==> src/hdl/twst_map.vh <==
// Purpose: Constants for the two-wire slave transmitter status block.
// Assumes: Included by the block's design file only.
// Notes:   Status codes sit in bits 7..3 of the status byte, prescaler in 1..0.
`ifndef TWST_MAP_VH
`define TWST_MAP_VH
`define TWST_ST_SLA_R      8'ha8
`define TWST_ST_ARB_SLA_R  8'hb0
`define TWST_ST_DATA_ACK   8'hb8
`define TWST_ST_DATA_NACK  8'hc0
`define TWST_ST_LAST_ACK   8'hc8
`define TWST_ST_IDLE       8'hf8
`define TWST_ST_BUS_ERR    8'h00
`define TWST_STATUS_MSB    7
`define TWST_STATUS_LSB    3
`define TWST_PRESC_MSB     1
`define TWST_PRESC_LSB     0
`define TWST_STATUS_RST    5'h1f
`define TWST_BYTE_RST      8'hff
`define TWST_GC_ADDR       7'h00
`define TWST_BITS_PER_BYTE 4'h8
`endif

==> src/hdl/twst_slave_tx.v <==
// Purpose: Slave transmitter, end-of-transfer, bus error and address wake logic of a
//          byte-oriented two-wire interface.
// Assumes: SCL and SDA are slow against core_clk_i and are sampled through two
//          flip-flops; software acts through the plain control ports.
// Notes:   Master-side bit timing lives elsewhere; a queued START is a request pulse.
// Operation
// - Deep sleep still acknowledges own or general address
// - After sleep match, hold SCL until flag clear
// - Byte buffer undefined after sleep wake
// - Arbitration lost then addressed reports b0
// - Data byte acknowledged gives status b8
// - Ack enable chooses last byte or more
// - Data byte not acknowledged gives status c0
// - Last byte acknowledged gives status c8
// - End states go to not addressed mode
// - Start request queues START when bus free
// - Flag clear means status reads f8
// - Misplaced START or STOP is bus error
// - Stop request plus flag clears bus error
// - Master uses repeated START to turn direction
// - Status in 7..3, prescaler in 1..0
// - SCL stretched while flag is set
// - Interrupt follows flag and both enables
// - Not addressed slave leaves SDA released
`timescale 1ns/1ps
`include "twst_map.vh"
module twst_slave_tx (
  input  wire       core_clk_i,
  input  wire       rst_b_i,
  input  wire       scl_i,
  input  wire       sda_i,
  output reg        scl_o,
  output reg        scl_oe_o,
  output reg        sda_o,
  output reg        sda_oe_o,
  input  wire [6:0] slave_address_field_i,
  input  wire       general_call_enable_i,
  input  wire       ack_enable_bit_i,
  input  wire       start_request_bit_i,
  input  wire       stop_request_bit_i,
  input  wire       job_done_write_i,
  input  wire       irq_enable_bit_i,
  input  wire       global_irq_enable_i,
  input  wire       arb_lost_i,
  input  wire       deep_sleep_i,
  input  wire [1:0] prescaler_field_i,
  input  wire [7:0] tx_byte_i,
  input  wire       tx_valid_i,
  output reg        tx_ready_o,
  output reg        job_done_flag_o,
  output reg  [7:0] status_reg_o,
  output reg        irq_o,
  output reg        wake_o,
  output reg        start_issue_o,
  output reg        stop_request_bit_o
);
  // Internal states of the slave engine.
  localparam [2:0] S_UNADDR = 3'h0;
  localparam [2:0] S_ADDR   = 3'h1;
  localparam [2:0] S_AACK   = 3'h2;
  localparam [2:0] S_TXBIT  = 3'h3;
  localparam [2:0] S_RACK   = 3'h4;
  localparam [2:0] S_WAIT   = 3'h5;
  localparam [2:0] S_IGNORE = 3'h6;

  // Full status bytes; code_reg keeps only bits 7..3 of each, taken by part-select.
  localparam [7:0] ST_SLA_R     = `TWST_ST_SLA_R;
  localparam [7:0] ST_ARB_SLA_R = `TWST_ST_ARB_SLA_R;
  localparam [7:0] ST_DATA_ACK  = `TWST_ST_DATA_ACK;
  localparam [7:0] ST_DATA_NACK = `TWST_ST_DATA_NACK;
  localparam [7:0] ST_LAST_ACK  = `TWST_ST_LAST_ACK;
  localparam [7:0] ST_BUS_ERR   = `TWST_ST_BUS_ERR;

  reg [1:0] scl_sync_reg;
  reg [1:0] sda_sync_reg;
  reg       scl_d_reg;
  reg       sda_d_reg;
  reg [2:0] state_reg;
  reg [3:0] bit_cnt_reg;
  reg [7:0] shift_reg;
  reg [4:0] code_reg;
  reg       last_byte_reg;
  reg       busy_reg;
  reg       start_pend_reg;
  reg       slept_reg;
  reg       is_master_reg;
  // Two-entry buffer feeding byte_buffer_reg.
  reg [7:0] buf_mem [0:1];
  reg       wr_ptr_reg;
  reg       rd_ptr_reg;
  reg [1:0] cnt_reg;
  reg [7:0] byte_buffer_reg;

  wire scl_s    = scl_sync_reg[1];
  wire sda_s    = sda_sync_reg[1];
  wire scl_rise = scl_s & ~scl_d_reg;
  wire scl_fall = ~scl_s & scl_d_reg;
  wire start_c  = scl_s & scl_d_reg & sda_d_reg & ~sda_s;
  wire stop_c   = scl_s & scl_d_reg & ~sda_d_reg & sda_s;
  wire in_frame = (state_reg != S_UNADDR) && (state_reg != S_WAIT) &&
                  (state_reg != S_IGNORE);
  wire own_hit  = (shift_reg[7:1] == slave_address_field_i);
  wire gc_hit   = (shift_reg[7:1] == `TWST_GC_ADDR) & general_call_enable_i;
  wire addr_ok  = ack_enable_bit_i & shift_reg[0] & (own_hit | gc_hit);
  wire buf_pop  = job_done_flag_o & job_done_write_i & (cnt_reg != 2'h0);
  wire buf_push = tx_valid_i & (cnt_reg != 2'h2);

  // Pin synchronisers and one-cycle delayed copies for edge finding.
  always @(posedge core_clk_i or negedge rst_b_i) begin
    if (!rst_b_i) begin
      scl_sync_reg <= 2'h3;
      sda_sync_reg <= 2'h3;
      scl_d_reg    <= 1'b1;
      sda_d_reg    <= 1'b1;
    end else begin
      scl_sync_reg <= {scl_sync_reg[0], scl_i};
      sda_sync_reg <= {sda_sync_reg[0], sda_i};
      scl_d_reg    <= scl_s;
      sda_d_reg    <= sda_s;
    end
  end

  // Byte buffer: software pushes words, a flag release pops one into byte_buffer_reg.
  always @(posedge core_clk_i or negedge rst_b_i) begin
    if (!rst_b_i) begin
      wr_ptr_reg      <= 1'b0;
      rd_ptr_reg      <= 1'b0;
      cnt_reg         <= 2'h0;
      tx_ready_o      <= 1'b1;
      byte_buffer_reg <= `TWST_BYTE_RST;
    end else begin
      if (buf_push) begin
        buf_mem[wr_ptr_reg] <= tx_byte_i;
        wr_ptr_reg          <= ~wr_ptr_reg;
      end
      if (buf_pop) begin
        byte_buffer_reg <= buf_mem[rd_ptr_reg];
        rd_ptr_reg      <= ~rd_ptr_reg;
      end
      cnt_reg    <= cnt_reg + {1'b0, buf_push} - {1'b0, buf_pop};
      tx_ready_o <= ((cnt_reg + {1'b0, buf_push} - {1'b0, buf_pop}) != 2'h2);
    end
  end

  // How the slave engine moves between its states.
  // S_UNADDR is the resting state: the engine watches the bus for a START.
  // A START with the flag clear moves the engine to S_ADDR.
  // In S_ADDR eight rising SCL edges shift the address and direction bit in.
  // On the falling edge after the eighth bit the address is judged.
  // A match with read direction and ack enable set pulls SDA low in S_AACK.
  // Any other address sends the engine back to S_UNADDR without a word.
  // The falling edge after the acknowledge raises the flag and parks in S_WAIT.
  // In S_WAIT the flag is up and SCL is held low by the stretch logic.
  // A flag write in S_WAIT after an address or an acknowledged byte loads the
  // next byte and enters S_TXBIT.
  // A flag write in S_WAIT after a last byte or a refused byte ends the
  // transfer: the engine drops to S_UNADDR and lets SDA go.
  // S_TXBIT puts one bit on SDA for each SCL low phase, MSB first.
  // The bit changes only after a falling SCL edge seen through the
  // synchroniser, so SDA never moves while SCL is high.
  // After eight bits S_RACK releases SDA and samples the master's answer on
  // the next rising SCL edge.
  // The answer and the last-byte mark together pick the next status code.
  // S_IGNORE is entered on a bus error and stays there until recovery.
  //
  // Bus errors.
  // A START or STOP inside an address, data or acknowledge bit is illegal.
  // The only START that is legal inside S_ADDR is one at bit count zero,
  // which is how a repeated START restarts the address phase.
  // On a bus error the engine lets go of SDA at once, so a confused master
  // cannot be held up by a stale data bit.
  // Recovery needs the stop request together with the flag write; a flag
  // write alone leaves the engine in S_IGNORE with the error code kept.
  // Recovery never sends a STOP; it only returns the engine to rest.
  //
  // Clock stretching.
  // The stretch logic only pulls SCL low once SCL has been seen low, so a
  // flag raised while SCL is high does not cut a high phase short.
  // Once pulled, SCL stays low until the flag is cleared by software.
  // A long software reaction therefore blocks the bus for every device on it;
  // this is the price of never losing a byte.
  //
  // Sleep.
  // The address match runs off SCL edges found in the sampled pins, so a
  // matching address is acknowledged even with deep sleep requested.
  // The wake output then stays up until the flag is cleared.
  // The byte buffer is not refreshed from the bus on such a wake, so its
  // content must not be trusted for the byte that woke the block.
  //
  // Queued START.
  // A start request given with the flag write in an end state is remembered.
  // The request fires as a one-cycle pulse once a STOP has marked the bus
  // free and no new START is being seen in the same cycle.
  //
  // Status output.
  // The status byte is registered: the code sits in bits 7..3, bit 2 is zero
  // and the prescaler field is echoed in bits 1..0.
  // While the flag is clear the code reads as all ones, so software polling
  // between states never sees a stale code.
  //
  // Byte buffer.
  // A flag write in S_WAIT pops the oldest word straight into the shifter.
  // If software pushed nothing, the previous byte is sent again.
  //
  // Slave engine, status and flag handling.
  always @(posedge core_clk_i or negedge rst_b_i) begin
    if (!rst_b_i) begin
      state_reg          <= S_UNADDR;
      bit_cnt_reg        <= 4'h0;
      shift_reg          <= 8'h00;
      code_reg           <= `TWST_STATUS_RST;
      last_byte_reg      <= 1'b0;
      busy_reg           <= 1'b0;
      start_pend_reg     <= 1'b0;
      slept_reg          <= 1'b0;
      is_master_reg      <= 1'b0;
      job_done_flag_o    <= 1'b0;
      stop_request_bit_o <= 1'b0;
      start_issue_o      <= 1'b0;
      wake_o             <= 1'b0;
      sda_o              <= 1'b0;
      sda_oe_o           <= 1'b0;
      scl_o              <= 1'b0;
      scl_oe_o           <= 1'b0;
      status_reg_o       <= {`TWST_STATUS_RST, 3'h0};
      irq_o              <= 1'b0;
    end else begin
      start_issue_o <= 1'b0;
      if (arb_lost_i)
        is_master_reg <= 1'b1;
      // Bus busy tracking for the queued START.
      if (start_c)
        busy_reg <= 1'b1;
      else if (stop_c)
        busy_reg <= 1'b0;
      if (start_pend_reg && !busy_reg && !start_c) begin
        start_issue_o  <= 1'b1;
        start_pend_reg <= 1'b0;
      end
      // Software release of the flag picks the next action.
      if (job_done_flag_o && job_done_write_i) begin
        job_done_flag_o <= 1'b0;
        wake_o          <= 1'b0;
        slept_reg       <= 1'b0;
        if (code_reg == ST_BUS_ERR[7:3]) begin
          if (stop_request_bit_i) begin
            stop_request_bit_o <= 1'b0;
            state_reg          <= S_UNADDR;
            sda_oe_o           <= 1'b0;
          end
        end else if (state_reg == S_WAIT && code_reg != ST_DATA_NACK[7:3] &&
                     code_reg != ST_LAST_ACK[7:3]) begin
          // Next byte goes out; ack enable decides whether it is the last.
          shift_reg     <= buf_pop ? buf_mem[rd_ptr_reg] : byte_buffer_reg;
          last_byte_reg <= ~ack_enable_bit_i;
          bit_cnt_reg   <= 4'h0;
          state_reg     <= S_TXBIT;
        end else begin
          state_reg <= S_UNADDR;
          sda_oe_o  <= 1'b0;
          if (start_request_bit_i)
            start_pend_reg <= 1'b1;
        end
      end else if ((start_c || stop_c) && in_frame && (state_reg != S_ADDR || bit_cnt_reg != 4'h0)) begin
        job_done_flag_o    <= 1'b1;
        code_reg           <= ST_BUS_ERR[7:3];
        stop_request_bit_o <= 1'b0;
        state_reg          <= S_IGNORE;
        sda_oe_o           <= 1'b0;
      end else if (start_c && !job_done_flag_o && state_reg != S_IGNORE) begin
        // Repeated or fresh START: listen for an address.
        state_reg   <= S_ADDR;
        bit_cnt_reg <= 4'h0;
        sda_oe_o    <= 1'b0;
      end else begin
        case (state_reg)
          S_ADDR: begin
            if (scl_rise) begin
              shift_reg   <= {shift_reg[6:0], sda_s};
              bit_cnt_reg <= bit_cnt_reg + 4'h1;
            end else if (scl_fall && bit_cnt_reg == `TWST_BITS_PER_BYTE) begin
              if (addr_ok) begin
                // Acknowledge works in deep sleep too: it runs off SCL edges.
                sda_o     <= 1'b0;
                sda_oe_o  <= 1'b1;
                state_reg <= S_AACK;
                slept_reg <= deep_sleep_i;
              end else begin
                state_reg <= S_UNADDR;
              end
            end
          end
          S_AACK: begin
            if (scl_fall) begin
              sda_oe_o        <= 1'b0;
              job_done_flag_o <= 1'b1;
              wake_o          <= slept_reg;
              // Buffer content is not refreshed from the bus on a sleep wake.
              code_reg        <= is_master_reg ? ST_ARB_SLA_R[7:3]
                                               : ST_SLA_R[7:3];
              is_master_reg   <= 1'b0;
              state_reg       <= S_WAIT;
            end
          end
          S_TXBIT: begin
            sda_o    <= 1'b0;
            sda_oe_o <= ~shift_reg[7];
            if (scl_fall) begin
              shift_reg   <= {shift_reg[6:0], 1'b1};
              bit_cnt_reg <= bit_cnt_reg + 4'h1;
              if (bit_cnt_reg == `TWST_BITS_PER_BYTE - 4'h1) begin
                state_reg <= S_RACK;
              end
            end
          end
          S_RACK: begin
            sda_oe_o <= 1'b0;
            if (scl_rise) begin
              job_done_flag_o <= 1'b1;
              state_reg       <= S_WAIT;
              if (sda_s)
                code_reg <= ST_DATA_NACK[7:3];
              else if (last_byte_reg)
                code_reg <= ST_LAST_ACK[7:3];
              else
                code_reg <= ST_DATA_ACK[7:3];
            end
          end
          default: begin
          end
        endcase
      end
      // SCL held low on every falling edge seen while the flag is up.
      scl_o    <= 1'b0;
      scl_oe_o <= job_done_flag_o & (~scl_s | scl_oe_o);
      // Status shows f8 whenever the flag is clear.
      status_reg_o <= {(job_done_flag_o ? code_reg : `TWST_STATUS_RST), 1'b0,
                       prescaler_field_i};
      irq_o <= job_done_flag_o & irq_enable_bit_i & global_irq_enable_i;
      if (stop_request_bit_i && !job_done_write_i)
        stop_request_bit_o <= 1'b1;
    end
  end
endmodule

==> config.mk <==
export PLATFORM = sky130hd
export DESIGN_NAME = twst_slave_tx
export DESIGN_NICKNAME = d
export VERILOG_FILES = /design/src/hdl/twst_slave_tx.v
export VERILOG_INCLUDE_DIRS = /design/src /design/src/hdl
export SDC_FILE = /design/constraint.sdc
export NUM_CORES = 1
export LEC_CHECK = 0
export BUFFER_PORTS_ARGS = -buffer_cell sky130_fd_sc_hd__buf_4
export CORE_MARGIN = 8
export CORE_UTILIZATION = 45
export DETAILED_ROUTE_END_ITERATION = 10
export HOLD_SLACK_MARGIN = 0.08
export PLACE_DENSITY_LB_ADDON = 0.12
export SYNTH_ARGS = -nofsm -noshare
export SYNTH_HDL_FRONTEND = slang
export SYNTH_SLANG_ARGS = --single-unit
==> constraint.sdc <==
create_clock -name core_clk_i -period 2.74 [get_ports core_clk_i]
set_input_delay 0 -clock core_clk_i [delete_from_list [all_inputs] [get_ports core_clk_i]]
set_output_delay 0 -clock core_clk_i [all_outputs]
set_load 0.02 [all_outputs]
After elaboration in Yosys (flattened, before gate mapping). Memories as Yosys holds them, arrays and structs flattened. Index checks and enable logic that the tools add are counted.

Flip-flop bits (word level): 59. RAM bits: 16. Bits of input ports: 31. Output and inout port bits: 18. Word-level logic and storage cells: 247. Memories kept: 1.

Add/sub/neg operators: 3. Equality and inequality tests: 44. Muxes and demuxes: 93. Bitwise logic cells: 30. Reduce and logical (&&, ||, !) cells: 49.

Memories: buf_mem (depth 2, bits a word 8, rd ports 1, clocked after Yosys merged registers in 0, wr ports 1, line twst_slave_tx.v:88) `reg [7:0] buf_mem [0:1];`.

Operator list (number): 2-to-1 mux 8 bit (8); 2-to-1 mux 1 bit (50); != test 5 bit, second input constant (9); 2-to-1 mux 4 bit (9); 2-to-1 mux 3 bit (11); != test 3 bit, second input constant (9); 2-to-1 mux 5 bit (5); AND reduction 7 bit (3); != test 2 bit, second input constant (9); AND 1 bit (16); != test 4 bit, second input constant (4); one-hot mux 8 bit (2 select lines) (1); nonzero test 2 bit (8); logical AND 1 bit (14); inverter 1 bit (12); one-hot mux 3 bit (4 select lines) (1); AND reduction 6 bit (2); nonzero test 3 bit (4); nonzero test 4 bit (3); one-hot mux 5 bit (2 select lines) (1); one-hot mux 4 bit (2 select lines) (1); AND reduction 4 bit (2); AND reduction 8 bit (1); == test 7 bit (1); other kinds (22) (35).

Depth between registers and ports, before layout. Gate-level depths: netlist of run 1.

Depth after elaboration: 11. Mapped depth: 10. Gate-level depth less buffers: 8.

Worst setup path before layout of run 1. OpenSTA, ideal clock, no wires.

Path type: reg-to-reg. Start point: register bit_cnt_reg[0]. End point: register state_reg[0]. Arrival time: 2.362 ns. Slack: 0.253 ns. Cell stages (with the launch flop): 9. Clock period less this slack: 2.487 ns. Cells stage by stage: dfrtp_1 > inv_1 > ha_1 > or3b_2 > o2111a_1 > a21boi_4 > or4b_4 > nand3_2 > mux2_2.

Word-level cells in the longest chain between the ends: 5. Elaborated cells between the ends (all ways): 16.

RTL lines: from (decl) (line twst_slave_tx.v:79) `reg [3:0] bit_cnt_reg;`; from (signal assigned) (line twst_slave_tx.v:280) `bit_cnt_reg <= bit_cnt_reg + 4'h1;`; from (signal assigned) (line twst_slave_tx.v:310) `bit_cnt_reg <= bit_cnt_reg + 4'h1;`; nonzero test 4 bit (line twst_slave_tx.v:264) `end else if ((start_c || stop_c) && in_frame && (state_reg != S_ADDR || bit_cnt_reg != 4'h0)) begin`; logical OR 1 bit (line twst_slave_tx.v:264); logical AND 1 bit (line twst_slave_tx.v:264); != test 5 bit (no source line), or another cell as far along; AND reduction 8 bit (no source line) / 2-to-1 mux 3 bit (equally long branches); to (signal assigned) (line twst_slave_tx.v:259) `state_reg <= S_UNADDR;`; to (signal assigned) (line twst_slave_tx.v:268) `state_reg <= S_IGNORE;`; to (signal assigned) (line twst_slave_tx.v:272) `state_reg <= S_ADDR;`; to (decl) (line twst_slave_tx.v:78) `reg [2:0] state_reg;`.

Several ways; a longest one is shown, not always the timed one. A chain may end at the register's enable or synchronous reset.

Final worst setup path of run 1.
Start point: register bit_cnt_reg[0]. End point: register state_reg[1].

Same word-level chain as after synthesis.

==> reports/qor.csv, run 1 <==
metric;value;unit
status;finished clean;
fin_crit;2.61;ns
drive_gt1_frac;0.273;
maxCapViolCount;0;
htreeDepth;3;
synth-main-ff-cell;dfrtp_1;
grt_pass1_vias;2613;
synth-edff-count;16;
powerDensity;1010;mW/mm^2
grt_max_degree;59;
use_met2;0.260;
num-nets-final;422;
syn_avg_cell_area;10.9;um^2
finalNonFillerCells;491;
clock_sinks;74;
leakage;0.00185;uW
cts_tree;yes;
yosys-top-cells-count;nand2_1, dfrtp_1, dfstp_2;
routedWlPerCell;15.5;um
largest_reg_flops;16;
ctsHoldBuffers;22;
core_area;0.00729;mm^2
wl;7590;um
synth.largest_area_cell;dfrtp_1;
busiest_layer;met2;
finalPower;4340;uW
diodes;0;
synth_top_family_by_area;simple AND/OR/NAND/NOR gates;
die_w;103;um
insertion_delay;0.35;ns
cp.required;2.97;ns
place_congestion;0.878;
placedCellCount;453;
min-delay-path-class;input port to flip-flop;
vdd_drop_max;422;uV
synth_xor_area_frac;0.0309;
netlist_instances;311;
ys_ff_latch;74;
slew_headroom;0.520;
post_cts_resized;0;
syn_area;0.00340;mm^2
synthMuxAreaShare;0.0393;
start_kind;flip-flop;
dp_hpwl;5440;um
clock.fmax;384;MHz
pin_count;49;
dr_total_vias;2509;
end_kind;flip-flop;
die_area;0.0106;mm^2
first_pass_iters;4;
area_growth;26.4;%
pre_cts_ws;0.163;ns
tightest_slew;0.720;ns
synthSimpleGateAreaFrac;0.176;
grt_pass1_wl;12600;um
cts-root-buf;clkbuf_8;
rsz0062_at_grt;false;
start_util;0.467;
drtAntennaViolNets;0;
cts.reportedPaths.clkPinSlew;0.08;ns
crit_arrival;2.84;ns
clock_path_buffers;2;
viasPerCell;5.11;
synth_seq_area_share;0.577;
synth_compound_area_frac;0.125;
skew;0.00575;ns
grt-ovfl-total;0;
synth_warnings;0;
antenna_found_initial;0;
fp.dieH;103;um
row_count;31;
synthAdderAreaFrac;0.0147;
synth_area_leaders;dfrtp_1, dfstp_2, edfxtp_1;
setup_tns;0;ns
async_flop_share;0.784;
yosys.area.top_type_share;0.243;
period_share;0.951;
setup_slack;0.135;ns
setup_viol;0;
use_met1;0.184;
slew_violations;0;
portBuffers;45;
postCtsSetupBuffers;0;
ys_types;61;
synth_most_common_cell;nand2_1;
crit_fanout;5;
met3_usage;0.0358;
grtUsageTotal;0.155;
path_class;flip-flop to flip-flop;
hold_viol_final;0;
drc;0;
drt_iter0_drc;111;
cts_buffers;9;
==> layer usage <==
metal / share of wire / vias up
met5: 0 / -
li1: - / 1247
met4: 0.020 / 0
met1: 0.43 / 1211
met3: 0.038 / 12
met2: 0.51 / 39
==> worst paths after layout <==
path                       slack, ns                from              end  cells past startpoint
min in group asynchronous       0.37             rst_b_i         scl_oe_o                      3
min                             0.27  stop_request_bit_i     state_reg[2]                      5
max in group asynchronous       1.87             rst_b_i            irq_o                      3
max reg2reg                     0.13      bit_cnt_reg[0]     state_reg[1]                      8
max                             0.13      bit_cnt_reg[0]     state_reg[1]                      8
min reg2reg                     0.35     sda_sync_reg[0]  sda_sync_reg[1]                      0
==> layout make-up <==
cell class	count	area (um^2)
well taps	99	124
flip-flops and latches	74	1960
repair buffers	76	626
clock buffers	9	124
inverters	13	48.8
multi-input cells	213	1330
clock inverters	7	93.8
fillers	658	2990
==> power by group <==
part	internal [uW]	switching (uW)
logic	710	875
clock network	510	414
registers	1550	281
==> logic make-up (layout without fill, tap and decap cells) <==
kind of cell | after synthesis | in the layout
fa+ha+maj | 4 | 4
mux | 13 | 13
xor+xnor | 12 | 12
other cells | 1 | 3
buf+inv | 26 | 105
simple gates | 117 | 117
flops | 74 | 74
compound gates | 64 | 64
==> through the flow <==
step           hold WS, ns  utilization  cell area (um^2)
4_1_cts              0.243        0.590              4300
3_5_place_dp         0.110        0.530              3870
2_1_floorplan       -0.296            -              3410
3_3_place_gp         0.109        0.530              3870
6_report             0.272        0.590              4300
5_1_grt              0.261        0.590              4300
==> cell usage in the layout, fill, tap and decap left out, types with 5 or more instances in the layout <==
cell type | synthesis | final
dlygate4sd3_1 | 0 | 22
xnor2_1 | 8 | 8
o21ai_0 | 20 | 20
buf_4 | 3 | 54
edfxtp_1 | 16 | 16
a31oi_1 | 9 | 9
clkbuf_8 | 0 | 9
nor3_1 | 5 | 5
inv_1 | 13 | 13
nand2_1 | 45 | 45
dfstp_2 | 25 | 25
nand2b_1 | 8 | 8
dfrtp_1 | 33 | 33
a21oi_1 | 10 | 10
nand3_1 | 5 | 5
nor2_1 | 21 | 21
mux2i_1 | 10 | 10
==> worst max-delay path, cell delays in order (launching register included) <==
cell	delay [ns]
dfrtp_1	0.42
inv_1	0.07
ha_1	0.16
or3b_2	0.45
o2111a_1	0.26
a21boi_4	0.14
or4b_4	0.55
nand3_2	0.10
mux2_2	0.34
No activity file was read; power rests on OpenSTA's default activity.
==> inputs of run 2 (changes only) <==
Settings changed: CORE_UTILIZATION 45 to 50.
==> run 2 against run 1 <==
Clock skew rose by 0.0015 ns. Sequential cell count did not move. Via count up 0.16%. Worst setup slack got worse by 0.010 ns. Clock power shrank 2%. Non-clock buffer count rose by 1. Cell area decreased by 0.49%. Combinational power down 3%. Cell count down 3.7%. Maximum frequency down 0.39%. First-iteration DRC count fell by 29%. Die area shrank 8.5%. Critical path type unchanged. Largest cell class unchanged.
==> reports/qor.csv, run 2 (same netlist as run 1, synthesis figures left out) <==
metric;value;unit
largest_reg_flops;16;
setup_slack;0.124;ns
wl;7290;um
cts_tree;yes;
num-nets-final;423;
antenna_found_initial;0;
layout_commonest_cell;buf_4;
grt_pass1_wl;12300;um
drtAntennaViolNets;0;
insertion_delay;0.34;ns
crit_arrival;2.89;ns
hold_viol_final;0;
diodes;0;
drt_iter0_drc;79;
path_cells;inv_1, ha_1, or3b_2, o2111a_1, a21boi_4, buf_4, and2_4, o22ai_1, dlygate4sd3_1;
place_congestion;0.962;
r2r_slack;0.12;ns
start_util;0.510;
fp.dieH;98.5;um
die_w;98.5;um
critPathSlowestCell;dlygate4sd3_1;
setup_viol;0;
end_kind;flip-flop;
portBuffers;45;
routedWlPerCell;15.4;um
skew;0.00729;ns
pin_count;49;
status;finished clean;
clock_path_buffers;2;
crit_fanout;11;
row_count;30;
hold_start;stop_request_bit_i;
crit_start;bit_cnt_reg[0];
grt-ovfl-total;0;
placedCellCount;435;
maxCapViolCount;0;
core_area;0.00668;mm^2
cp.buffers_inverters;3;
start_kind;flip-flop;
finalNonFillerCells;473;
pre_cts_ws;0.153;ns
drc;0;
leakage;0.00185;uW
vdd_drop_max;496;uV
die_area;0.00971;mm^2
slew_violations;0;
drive_gt1_frac;0.267;
final_util;0.641;
htreeDepth;3;
r2r-start;bit_cnt_reg[0];
cp.required;3.02;ns
tightest_slew;0.711;ns
post_cts_resized;0;
min_to;state_reg[2];
rsz0062_at_grt;false;
postCtsSetupBuffers;0;
setup_tns;0;ns
slew_headroom;0.526;
ctsHoldBuffers;22;
area_growth;25.8;%
grt_pass1_vias;2646;
first_pass_iters;4;
fin_crit;2.62;ns
max_stage_delay;0.57;ns
nFillCells;537;
dp_hpwl;5330;um
min-delay-path-class;input port to flip-flop;
dr_total_vias;2513;
holdPathStages;5;
hold_ws;0.267;ns
cts-root-buf;clkbuf_8;
viasPerCell;5.31;
grt_max_degree;59;
r2r-end;stop_request_bit_o;
grtUsageTotal;0.158;
powerDensity;1000;mW/mm^2
crit_family;buffers and inverters;
period_share;0.955;
clock_sinks;74;
r2r_cells;9;
cts.reportedPaths.clkPinSlew;0.07;ns
clock.fmax;382;MHz
mostFrequentLayoutCells;buf_4, nand2_1, dfrtp_1, dfstp_2, dlygate4sd3_1;
cts_buffers;9;
path_class;flip-flop to flip-flop;
## run 2: changes by cell type in the layout (fill, tap and decap cells not counted)
cell and change:
buf_4 +1, clkinv_4 +1, clkinv_2 -2, clkbuf_1 +3
clkinvlp_4 -2
## run 2: where the power goes
group,total [uW],switching [uW],internal [uW]
clock,910,392,518
sequential,1840,292,1550
combinational,1550,842,709
## run 2: worst reg2reg max path: cells and delay by family (launching register included)
| kind | cells | cell delay, ns |
|---|---|---|
| buf+inv | 3 | 0.81 |
| flops | 1 | 0.42 |
| simple gates | 2 | 0.65 |
| fa+ha+maj | 1 | 0.15 |
| compound gates | 3 | 0.52 |
## run 2: cell type report
class | count | area [um^2] | share of cell area
Sequential cell | 74 | 1960 | 0.458
Multi-Input combinational cell | 213 | 1330 | 0.309
Timing Repair Buffer | 77 | 633 | 0.148
Clock buffer | 12 | 135 | 0.0316
Tap cell | 80 | 100 | 0.0234
Clock inverter | 4 | 77.6 | 0.0181
Inverter | 13 | 48.8 | 0.0114
## run 2: stage by stage
| step | power [uW] | cell area [um^2] |
|---|---|---|
| floorplan | 2920 | 3410 |
| global placement | 3370 | 3850 |
| detailed placement | 3390 | 3850 |
| CTS | 4350 | 4280 |
| global route | 4610 | 4280 |
| finish | 4300 | 4280 |
## run 2: metal layers
metal,global-route usage,part of all wire,up-vias,wire (um)
li1,-,-,1252,-
met1,0.183,0.43,1196,3130
met2,0.267,0.51,50,3720
met3,0.0416,0.033,15,238
met4,0.0779,0.027,0,197
met5,0,0,-,0
## run 2: worst max-delay path by stage
stage / slack [ns] / cells after the start / endpoint
after detailed placement: 0.15 / 8 / state_reg[0]
after global routing: 0.02 / 9 / sda_oe_o
after CTS: 0.14 / 9 / stop_request_bit_o
after global placement: 0.19 / 8 / state_reg[0]
after floorplan: 0.25 / 8 / state_reg[0]
final: 0.12 / 9 / stop_request_bit_o
